### config.mk
export PLATFORM = sky130hd
export DESIGN_NAME = agh_device_flat
export DESIGN_NICKNAME = d
export VERILOG_FILES = /design/src/include/agh_pkg.sv /design/src/include/agh_link_if.sv /design/src/rtl/agh_device.sv /design/src/flat_wrapper.sv
export SDC_FILE = /design/constraint.sdc
export NUM_CORES = 1
export LEC_CHECK = 0
export BUFFER_PORTS_ARGS = -buffer_cell sky130_fd_sc_hd__buf_2
export CORE_ASPECT_RATIO = 1.25
export CORE_MARGIN = 5
export CORE_UTILIZATION = 64
export DETAILED_ROUTE_END_ITERATION = 12
export HOLD_SLACK_MARGIN = 0.1
export PLACE_DENSITY_LB_ADDON = 0.12
export SYNTH_ARGS = -nofsm -noshare
export SYNTH_HDL_FRONTEND = slang
export SYNTH_SLANG_ARGS = --single-unit
### constraint.sdc
create_clock -name i_ref_clk -period 8.2 [get_ports i_ref_clk]
set_clock_uncertainty 0.05 [all_clocks]
set_input_delay 1.23 -clock i_ref_clk [delete_from_list [all_inputs] [get_ports i_ref_clk]]
set_output_delay 1.23 -clock i_ref_clk [all_outputs]
set_load 0.01 [all_outputs]
### src/include/agh_pkg.sv
// Shared constants and types for the receive gain supervision link.
// Assumes both ends run on one 25 MHz reference clock with a synchronous reset.
package agh_pkg;
  // Link shape
  localparam int AGH_NUM_CH = 4;
  localparam int AGH_GPIO_W = 16;
  localparam int AGH_SEL_W = 4;
  localparam int AGH_GAIN_W = 8;
  localparam int AGH_CNT_W = 8;
  localparam int AGH_MON_W = 2 * AGH_NUM_CH;
  // Pin gain byte sits on the upper GPIO half
  localparam int AGH_PIN_GAIN_LSB = 8;
  // Decision period counter
  localparam int AGH_PERIOD_W = 22;
  localparam logic [AGH_PERIOD_W-1:0] AGH_PERIOD_MAX = 22'h3FFFFF;
  localparam logic [AGH_PERIOD_W-1:0] AGH_PERIOD_RST = 22'h000000;
  // Gain defaults
  localparam logic [AGH_GAIN_W-1:0] AGH_GAIN_RST = 8'hFF;
  localparam logic [AGH_GAIN_W-1:0] AGH_GAIN_STEP = 8'h01;
  localparam logic [AGH_CNT_W-1:0] AGH_CNT_MAX = 8'hFF;
  // Controller register map (byte addresses)
  localparam int AGH_ADDR_W = 8;
  localparam logic [AGH_ADDR_W-1:0] AGH_REG_CTRL = 8'h00;
  localparam logic [AGH_ADDR_W-1:0] AGH_REG_GPIO = 8'h04;
  localparam logic [AGH_ADDR_W-1:0] AGH_REG_SLOT = 8'h08;
  localparam logic [AGH_ADDR_W-1:0] AGH_REG_MON = 8'h0C;
  localparam logic [AGH_ADDR_W-1:0] AGH_REG_IRQ_STAT = 8'h10;
  localparam logic [AGH_ADDR_W-1:0] AGH_REG_IRQ_CLR = 8'h14;
  localparam logic [AGH_ADDR_W-1:0] AGH_REG_IRQ_EN = 8'h18;
  // Field positions
  localparam int AGH_CTRL_RX_EN_BIT = 0;
  localparam int AGH_SLOT_PULSE_CYC_W = 3;
  localparam logic [AGH_SLOT_PULSE_CYC_W-1:0] AGH_SLOT_PULSE_CYC = 3'h4;
  // Device gain control modes
  typedef enum logic [1:0] {AGH_ST_AGC, AGH_ST_OVERRIDE, AGH_ST_PIN} agh_mode_t;
endpackage : agh_pkg

### src/include/agh_link_if.sv
// Pin bundle between the baseband controller and the gain supervision device.
// Assumes both ends share one clock; no tri-state pins are carried.
`timescale 1ns/1ps
interface agh_link_if;
  import agh_pkg::*;
  logic rx_en;
  logic [AGH_GPIO_W-1:0] gpio;
  logic [AGH_MON_W-1:0] mon;
  modport dev (input rx_en, input gpio, output mon);
  modport host (output rx_en, output gpio, input mon);
endinterface : agh_link_if

### src/rtl/agh_device.sv
// Receive gain supervision device: event counters, decision period, GPIO override.
// Assumes detector events arrive as one-cycle pulses on the reference clock and
// that the link pins come from another party, so they are synchronised here.
`timescale 1ns/1ps
module agh_device (
  input wire logic i_ref_clk,
  input wire logic i_rst,
  agh_link_if.dev link,
  input wire logic [agh_pkg::AGH_NUM_CH-1:0] i_over_evt,
  input wire logic [agh_pkg::AGH_NUM_CH-1:0] i_under_evt,
  input wire logic [agh_pkg::AGH_CNT_W-1:0] i_over_thresh,
  input wire logic [agh_pkg::AGH_CNT_W-1:0] i_under_thresh,
  input wire logic [agh_pkg::AGH_PERIOD_W-1:0] i_period_len,
  input wire logic i_holdover_en,
  input wire logic i_reset_state_on_rx_disable,
  input wire logic [agh_pkg::AGH_SEL_W-1:0] i_ovr_pin_sel,
  input wire logic [agh_pkg::AGH_GPIO_W-1:0] i_trig_unmask,
  input wire logic [agh_pkg::AGH_GAIN_W-1:0] i_manual_gain,
  input wire logic i_sync_en,
  input wire logic [agh_pkg::AGH_SEL_W-1:0] i_sync_pin_sel,
  input wire logic i_pin_gain_en,
  input wire logic i_mon_en,
  input wire logic [agh_pkg::AGH_GAIN_W-1:0] i_gain_min,
  input wire logic [agh_pkg::AGH_GAIN_W-1:0] i_gain_max,
  output logic [agh_pkg::AGH_NUM_CH*agh_pkg::AGH_GAIN_W-1:0] o_gain_idx,
  output logic o_manual_gain_mode,
  output logic o_peak_reset,
  output logic [agh_pkg::AGH_NUM_CH-1:0] o_over_trig,
  output logic [agh_pkg::AGH_NUM_CH-1:0] o_under_trig
);
  import agh_pkg::*;

  typedef struct packed {
    logic [AGH_GPIO_W-1:0] gp_s1;
    logic [AGH_GPIO_W-1:0] gp_s2;
    logic [AGH_GPIO_W-1:0] gp_d;
    logic rx_s1;
    logic rx_s2;
    logic rx_d;
    agh_mode_t mode;
    logic [AGH_NUM_CH-1:0][AGH_GAIN_W-1:0] gain;
    logic [AGH_NUM_CH-1:0][AGH_CNT_W-1:0] ov_cnt;
    logic [AGH_NUM_CH-1:0][AGH_CNT_W-1:0] un_cnt;
    logic [AGH_PERIOD_W-1:0] per_cnt;
    logic peak_rst;
    logic [AGH_NUM_CH-1:0] ov_trig;
    logic [AGH_NUM_CH-1:0] un_trig;
    logic [AGH_MON_W-1:0] mon;
    logic manual;
  } agh_dev_st_t;

  agh_dev_st_t st_ff;
  agh_dev_st_t nxt_st;

  // Saturating accumulate; a clear in the same cycle as an event keeps the event
  function automatic logic [AGH_CNT_W-1:0] agh_acc(
    input logic [AGH_CNT_W-1:0] cnt,
    input logic clr,
    input logic evt
  );
    logic [AGH_CNT_W-1:0] base;
    base = clr ? '0 : cnt;
    if (evt && (base != AGH_CNT_MAX))
    begin
      base = base + 8'h01;
    end
    return base;
  endfunction : agh_acc

  logic rx_fall;
  logic [AGH_GPIO_W-1:0] gp_rise;
  logic ovr_lvl;
  logic slot_rise;
  logic expiry;
  logic clr_all;
  logic [AGH_GAIN_W-1:0] pin_gain;

  // Edge and level decode, on second stage and delayed copy only
  always_comb
  begin
    rx_fall = st_ff.rx_d & ~st_ff.rx_s2;
    gp_rise = st_ff.gp_s2 & ~st_ff.gp_d;
    ovr_lvl = st_ff.gp_s2[i_ovr_pin_sel] & i_trig_unmask[i_ovr_pin_sel];
    slot_rise = i_sync_en & gp_rise[i_sync_pin_sel];
    expiry = (st_ff.per_cnt == '0);
    pin_gain = st_ff.gp_s2[AGH_PIN_GAIN_LSB +: AGH_GAIN_W];
    // Counter clearing: each period, and on rx enable fall unless holdover
    clr_all = expiry | (rx_fall & ~i_holdover_en);
  end

  // Next state
  always_comb
  begin
    nxt_st = st_ff;
    // Two-flop synchronisers plus a delayed copy for edges
    nxt_st.gp_s1 = link.gpio;
    nxt_st.gp_s2 = st_ff.gp_s1;
    nxt_st.gp_d = st_ff.gp_s2;
    nxt_st.rx_s1 = link.rx_en;
    nxt_st.rx_s2 = st_ff.rx_s1;
    nxt_st.rx_d = st_ff.rx_s2;

    // Decision period: reload on slot edge or expiry, else count down
    if (slot_rise || expiry)
    begin
      nxt_st.per_cnt = i_period_len;
    end
    else
    begin
      nxt_st.per_cnt = st_ff.per_cnt - 22'h000001;
    end
    nxt_st.peak_rst = expiry;

    // Monitor pins follow detector flags one cycle later, registered, while enabled
    nxt_st.mon = i_mon_en ? {i_under_evt, i_over_evt} : '0;

    nxt_st.ov_trig = '0;
    nxt_st.un_trig = '0;

    // Per-channel event accumulation and AGC triggers
    for (int ch = 0; ch < AGH_NUM_CH; ch++)
    begin
      logic ov_hit;
      logic un_hit;
      ov_hit = (st_ff.ov_cnt[ch] > i_over_thresh) && (st_ff.mode == AGH_ST_AGC);
      un_hit = (st_ff.un_cnt[ch] > i_under_thresh) && (st_ff.mode == AGH_ST_AGC);
      nxt_st.ov_cnt[ch] = agh_acc(st_ff.ov_cnt[ch], clr_all | ov_hit, i_over_evt[ch]);
      nxt_st.un_cnt[ch] = agh_acc(st_ff.un_cnt[ch], clr_all | un_hit, i_under_evt[ch]);
      nxt_st.ov_trig[ch] = ov_hit;
      nxt_st.un_trig[ch] = un_hit & ~ov_hit;
      // Overrange attacks before underrange recovers
      // Limits compared before stepping so the index never wraps at 0 or 255
      if (ov_hit)
      begin
        if (st_ff.gain[ch] > i_gain_min)
        begin
          nxt_st.gain[ch] = st_ff.gain[ch] - AGH_GAIN_STEP;
        end
        else
        begin
          nxt_st.gain[ch] = i_gain_min;
        end
      end
      else if (un_hit)
      begin
        if (st_ff.gain[ch] < i_gain_max)
        begin
          nxt_st.gain[ch] = st_ff.gain[ch] + AGH_GAIN_STEP;
        end
        else
        begin
          nxt_st.gain[ch] = i_gain_max;
        end
      end
    end

    // Gain control mode selection
    case (st_ff.mode)
      AGH_ST_AGC:
      begin
        if (ovr_lvl)
        begin
          nxt_st.mode = AGH_ST_OVERRIDE;
          for (int ch = 0; ch < AGH_NUM_CH; ch++)
          begin
            nxt_st.gain[ch] = i_manual_gain;
          end
        end
        else if (i_pin_gain_en)
        begin
          nxt_st.mode = AGH_ST_PIN;
        end
        else if (i_reset_state_on_rx_disable && rx_fall)
        begin
          // Receiver disabled: restart loop from maximum gain
          for (int ch = 0; ch < AGH_NUM_CH; ch++)
          begin
            nxt_st.gain[ch] = i_gain_max;
            nxt_st.ov_cnt[ch] = '0;
            nxt_st.un_cnt[ch] = '0;
          end
          nxt_st.per_cnt = i_period_len;
        end
      end
      AGH_ST_OVERRIDE:
      begin
        // Gain stays at the fixed index; loop updates are discarded
        nxt_st.gain = st_ff.gain;
        if (!ovr_lvl)
        begin
          nxt_st.mode = AGH_ST_AGC;
        end
      end
      AGH_ST_PIN:
      begin
        for (int ch = 0; ch < AGH_NUM_CH; ch++)
        begin
          nxt_st.gain[ch] = pin_gain;
        end
        if (ovr_lvl)
        begin
          nxt_st.mode = AGH_ST_OVERRIDE;
          for (int ch = 0; ch < AGH_NUM_CH; ch++)
          begin
            nxt_st.gain[ch] = i_manual_gain;
          end
        end
        else if (!i_pin_gain_en)
        begin
          nxt_st.mode = AGH_ST_AGC;
        end
      end
      default:
      begin
        nxt_st.mode = AGH_ST_AGC;
      end
    endcase
    // Manual flag registered so the output comes from a flop
    nxt_st.manual = (nxt_st.mode != AGH_ST_AGC);
  end

  // State register
  always_ff @(posedge i_ref_clk)
  begin
    if (i_rst)
    begin
      st_ff <= '0;
      st_ff.mode <= AGH_ST_AGC;
      st_ff.gain <= {AGH_NUM_CH{AGH_GAIN_RST}};
      st_ff.per_cnt <= AGH_PERIOD_RST;
    end
    else
    begin
      st_ff <= nxt_st;
    end
  end

  // Outputs straight from the state register
  assign o_gain_idx = st_ff.gain;
  assign o_manual_gain_mode = st_ff.manual;
  assign o_peak_reset = st_ff.peak_rst;
  assign o_over_trig = st_ff.ov_trig;
  assign o_under_trig = st_ff.un_trig;
  assign link.mon = st_ff.mon;
endmodule : agh_device

### src/flat_wrapper.sv
// flat-port wrapper written by rule: the top's interface ports become plain ports
module agh_device_flat import agh_pkg::*;
  (i_ref_clk, i_rst, i_over_evt, i_under_evt, i_over_thresh, i_under_thresh, i_period_len, i_holdover_en, i_reset_state_on_rx_disable, i_ovr_pin_sel, i_trig_unmask, i_manual_gain, i_sync_en, i_sync_pin_sel, i_pin_gain_en, i_mon_en, i_gain_min, i_gain_max, o_gain_idx, o_manual_gain_mode, o_peak_reset, o_over_trig, o_under_trig, link_rx_en, link_gpio, link_mon);
  agh_link_if link_i ();
  input wire logic i_ref_clk;
  input wire logic i_rst;
  input wire logic [agh_pkg::AGH_NUM_CH-1:0] i_over_evt;
  input wire logic [agh_pkg::AGH_NUM_CH-1:0] i_under_evt;
  input wire logic [agh_pkg::AGH_CNT_W-1:0] i_over_thresh;
  input wire logic [agh_pkg::AGH_CNT_W-1:0] i_under_thresh;
  input wire logic [agh_pkg::AGH_PERIOD_W-1:0] i_period_len;
  input wire logic i_holdover_en;
  input wire logic i_reset_state_on_rx_disable;
  input wire logic [agh_pkg::AGH_SEL_W-1:0] i_ovr_pin_sel;
  input wire logic [agh_pkg::AGH_GPIO_W-1:0] i_trig_unmask;
  input wire logic [agh_pkg::AGH_GAIN_W-1:0] i_manual_gain;
  input wire logic i_sync_en;
  input wire logic [agh_pkg::AGH_SEL_W-1:0] i_sync_pin_sel;
  input wire logic i_pin_gain_en;
  input wire logic i_mon_en;
  input wire logic [agh_pkg::AGH_GAIN_W-1:0] i_gain_min;
  input wire logic [agh_pkg::AGH_GAIN_W-1:0] i_gain_max;
  output logic [agh_pkg::AGH_NUM_CH*agh_pkg::AGH_GAIN_W-1:0] o_gain_idx;
  output logic o_manual_gain_mode;
  output logic o_peak_reset;
  output logic [agh_pkg::AGH_NUM_CH-1:0] o_over_trig;
  output logic [agh_pkg::AGH_NUM_CH-1:0] o_under_trig;
  input wire logic [$bits(link_i.rx_en)-1:0] link_rx_en;
  input wire logic [$bits(link_i.gpio)-1:0] link_gpio;
  output wire logic [$bits(link_i.mon)-1:0] link_mon;
  assign link_i.rx_en = link_rx_en;
  assign link_i.gpio = link_gpio;
  assign link_mon = link_i.mon;
  agh_device u_core (.i_ref_clk(i_ref_clk), .i_rst(i_rst), .link(link_i), .i_over_evt(i_over_evt), .i_under_evt(i_under_evt), .i_over_thresh(i_over_thresh), .i_under_thresh(i_under_thresh), .i_period_len(i_period_len), .i_holdover_en(i_holdover_en), .i_reset_state_on_rx_disable(i_reset_state_on_rx_disable), .i_ovr_pin_sel(i_ovr_pin_sel), .i_trig_unmask(i_trig_unmask), .i_manual_gain(i_manual_gain), .i_sync_en(i_sync_en), .i_sync_pin_sel(i_sync_pin_sel), .i_pin_gain_en(i_pin_gain_en), .i_mon_en(i_mon_en), .i_gain_min(i_gain_min), .i_gain_max(i_gain_max), .o_gain_idx(o_gain_idx), .o_manual_gain_mode(o_manual_gain_mode), .o_peak_reset(o_peak_reset), .o_over_trig(o_over_trig), .o_under_trig(o_under_trig));
endmodule
==> metrics <==
vias in the first global route 12992; Die H 173 um; most numerous cell in the Yosys netlist nor2_1; VDD IR max 0.156 mV; post-synthesis sequential area ratio 0.278; Max stage delay on crit path 0.85 ns; Area Overhead vs Synth 9.36%; starting density of the core 0.651; Die Area 24300 um2; nets@finish 2043; antenna-violating nets left 0; Final Util 0.712; post-synthesis cell count 1709; Setup CP Type in -> reg; Setup Viol. Count Final 0; Slew Limit Fails 0; minimum clock period 4.50 ns; port buffer count 167; Synthesis Warnings 0; Yosys cell types 87; Max FO, Critical Path 22; worst rel slew slack 0.247; GRT busiest layer met2; Register Area 3780 um2; First-pass DRT Iterations 6; met1 Use GR 0.363; via count 13124; largest cells by area after synthesis dfxtp_1, ha_1, nor2_1, a21oi_1, nand2_1; CTS resizes 0; residual DRC count 0; EDFF count, synth 0; CTS tree yes; HP Class reg -> reg; row cnt 59; sw frac 0.390; worst path required time 8.48 ns; final hold viol count 0; antenna violations before repair 1; layout cells sized above 1 0.140; vias per cell 6.33; CP Launch Type input pin; Yosys reg bits 189; io pins 168; RSZ-0062 raised after global routing false; crit-path most repeated cell and3_1; Reg clk slew, reported paths 0.09 ns; Synth area leader dfxtp_1; clock buffer count from CTS 17; Slowest cell on crit path o221ai_2; Total Routed Length 39900 um; root buffer selected by CTS clkbuf_16; largest net degree at the start of global routing 56; most frequent cells after synthesis nor2_1, dfxtp_1, ha_1, nand2_1, a21oi_1; Longest Clk Path Bufs 2; static leakage 6.53 nW; TNS Setup 0 ns; outcome complete, no violations; Flop pwr share 0.375; Final Wtd Congestion 1.01; area of the multi-input gates 8840 um2; TritonCTS Sinks 189; core area 20900 um2; fmax 222 MHz; Net Switching 1.21 mW; crit-path cells buf_2 -> inv_1 -> ha_1 -> nor2b_1 -> o211ai_1 -> a21oi_1 -> o221ai_2 -> and3_1 -> ha_1 -> and3_1 -> and2_1 -> and4_1 -> a31oi_1 -> and3_1 -> xnor2_1 -> nor2_1; combinational share of power 0.333; Critical Path Sink Type register; Net Count, Synth 1968; Synth Area per Inst 7.96 um2; Synth top area share 0.278; asr flop ratio synth 0; Final Cycle Share 0.549; WP data arrival 4.78 ns; GRT met2 Usage 0.541; grt total ovfl 0; M3 GR Usage 0.0710; clock network fraction of total power 0.291; first-pass GRT wire length 63800 um; Worst Tran Pin Value 1.12 ns; synthesized area 13600 um2; postcts setup bufs 0; P_int 1.89 mW; cts hold-fix bufs 0; average wire per standard cell 19.2 um; maxcap violations 0; Die Wd 140 um; pwr/cell area 209 nW/um2; GRT Util Overall 0.318; H-tree level count 4; top_reg_cell synth dfxtp_1; Initial DRC Count 1022; Clock Latency Late Sink 0.45 ns; Post-DP HPWL 29600 um; Fillers 1697
[cells in the final DEF, fill, tap and decap left out, types with 7 or more instances in the layout]
cell type and n:
buf_2 166, o21a_1 12, o21ai_1 11, nand2_1 134, o32ai_1 7, clkbuf_16 17
nand2b_1 14, dfxtp_1 189, nor3_1 35, and2_1 20, xnor2_1 42, nand3_1 58
a211oi_1 25, xor2_1 45, ha_1 141, a21o_1 12, nor2b_1 59, mux2i_1 41
or2_2 7, o21ai_0 59, a211o_1 7, a31oi_1 17, o22ai_1 15, and3_1 32
o211ai_1 23, o221ai_1 11, a221oi_1 7, buf_4 17, inv_1 79, a21oi_1 104
nand4_1 37, nor2_1 215
[area by class of cell]
class / instances / area share
Multi-Input combinational cell: 1314 / 0.594
Timing Repair Buffer: 183 / 0.0644
Tap cell: 274 / 0.0230
Antenna cell: 1 / 0.000168
Clock inverter: 15 / 0.0155
Inverter: 79 / 0.0199
Clock buffer: 17 / 0.0286
Sequential cell: 189 / 0.254
[through the flow]
stage	power, mW	instances	hold slack, ns	worst slack [ns]	instance area, um2
4_1_cts	3.09	2071	0.395	3.79	14900
2_1_floorplan	1.94	1709	0.364	3.92	13600
6_report	3.11	2072	0.391	3.70	14900
5_1_grt	3.28	2072	0.414	3.43	14900
3_3_place_gp	2.15	2039	0.365	3.51	14200
3_5_place_dp	2.19	2039	0.370	3.35	14200
[power by group through the flow]
stage / combinational, mW / sequential [mW] / clock (mW)
CTS: 1.02 / 1.16 / 0.911
global placement: 0.977 / 1.18 / 0
detailed placement: 1.01 / 1.18 / 0
global route: 1.15 / 1.18 / 0.950
finish: 1.04 / 1.17 / 0.906
floorplan: 0.828 / 1.11 / 0
[flip-flops by register name, summed over array words and instances (netlist names)]
signal                     cells
u_core.link.mon                8
u_core.nxt_st                 34
u_core.o_gain_idx             32
u_core.o_manual_gain_mode      1
u_core.o_over_trig             4
u_core.o_peak_reset            1
u_core.o_under_trig            4
u_core.st_ff                 105
[worst max-delay path: cells and delay by family]
family	cells	cell delay (ns)
and+or+nand+nor	7	1.37
xor gates and xnor gates	1	0.12
buffers and inverters	2	0.27
AOI/OAI and AO/OA	4	1.31
adders and majority gates	2	0.46
[logic make-up after synthesis]
family	count (synthesis)	share of synthesized area
buffers and inverters	206	0.0741
AND/OR/NAND/NOR	661	0.237
multiplexers	47	0.0371
AO/OA/AOI/OAI	378	0.188
flip-flops	189	0.278
adder cells (fa/ha/maj)	141	0.130
XOR/XNOR	87	0.0560
[layer usage]
layer	routed length (um)	vias to the layer above
met5	0	-
met4	2440	0
met3	3300	198
met2	19000	672
met1	15100	6028
li1	-	6226
[path summary, 6_finish.rpt]
kind	start	endpoint	slack, ns	cells past startpoint
worst max register to register	u_core.st_ff[23]	u_core.st_ff[102]	3.99	14
worst min register to register	u_core.nxt_st[170]	u_core.nxt_st[154]	0.39	1
worst max-delay path	i_over_thresh[1]	u_core.st_ff[102]	3.70	16
worst min-delay path	u_core.nxt_st[170]	u_core.nxt_st[154]	0.39	1
(Power assumes the default switching activity.)
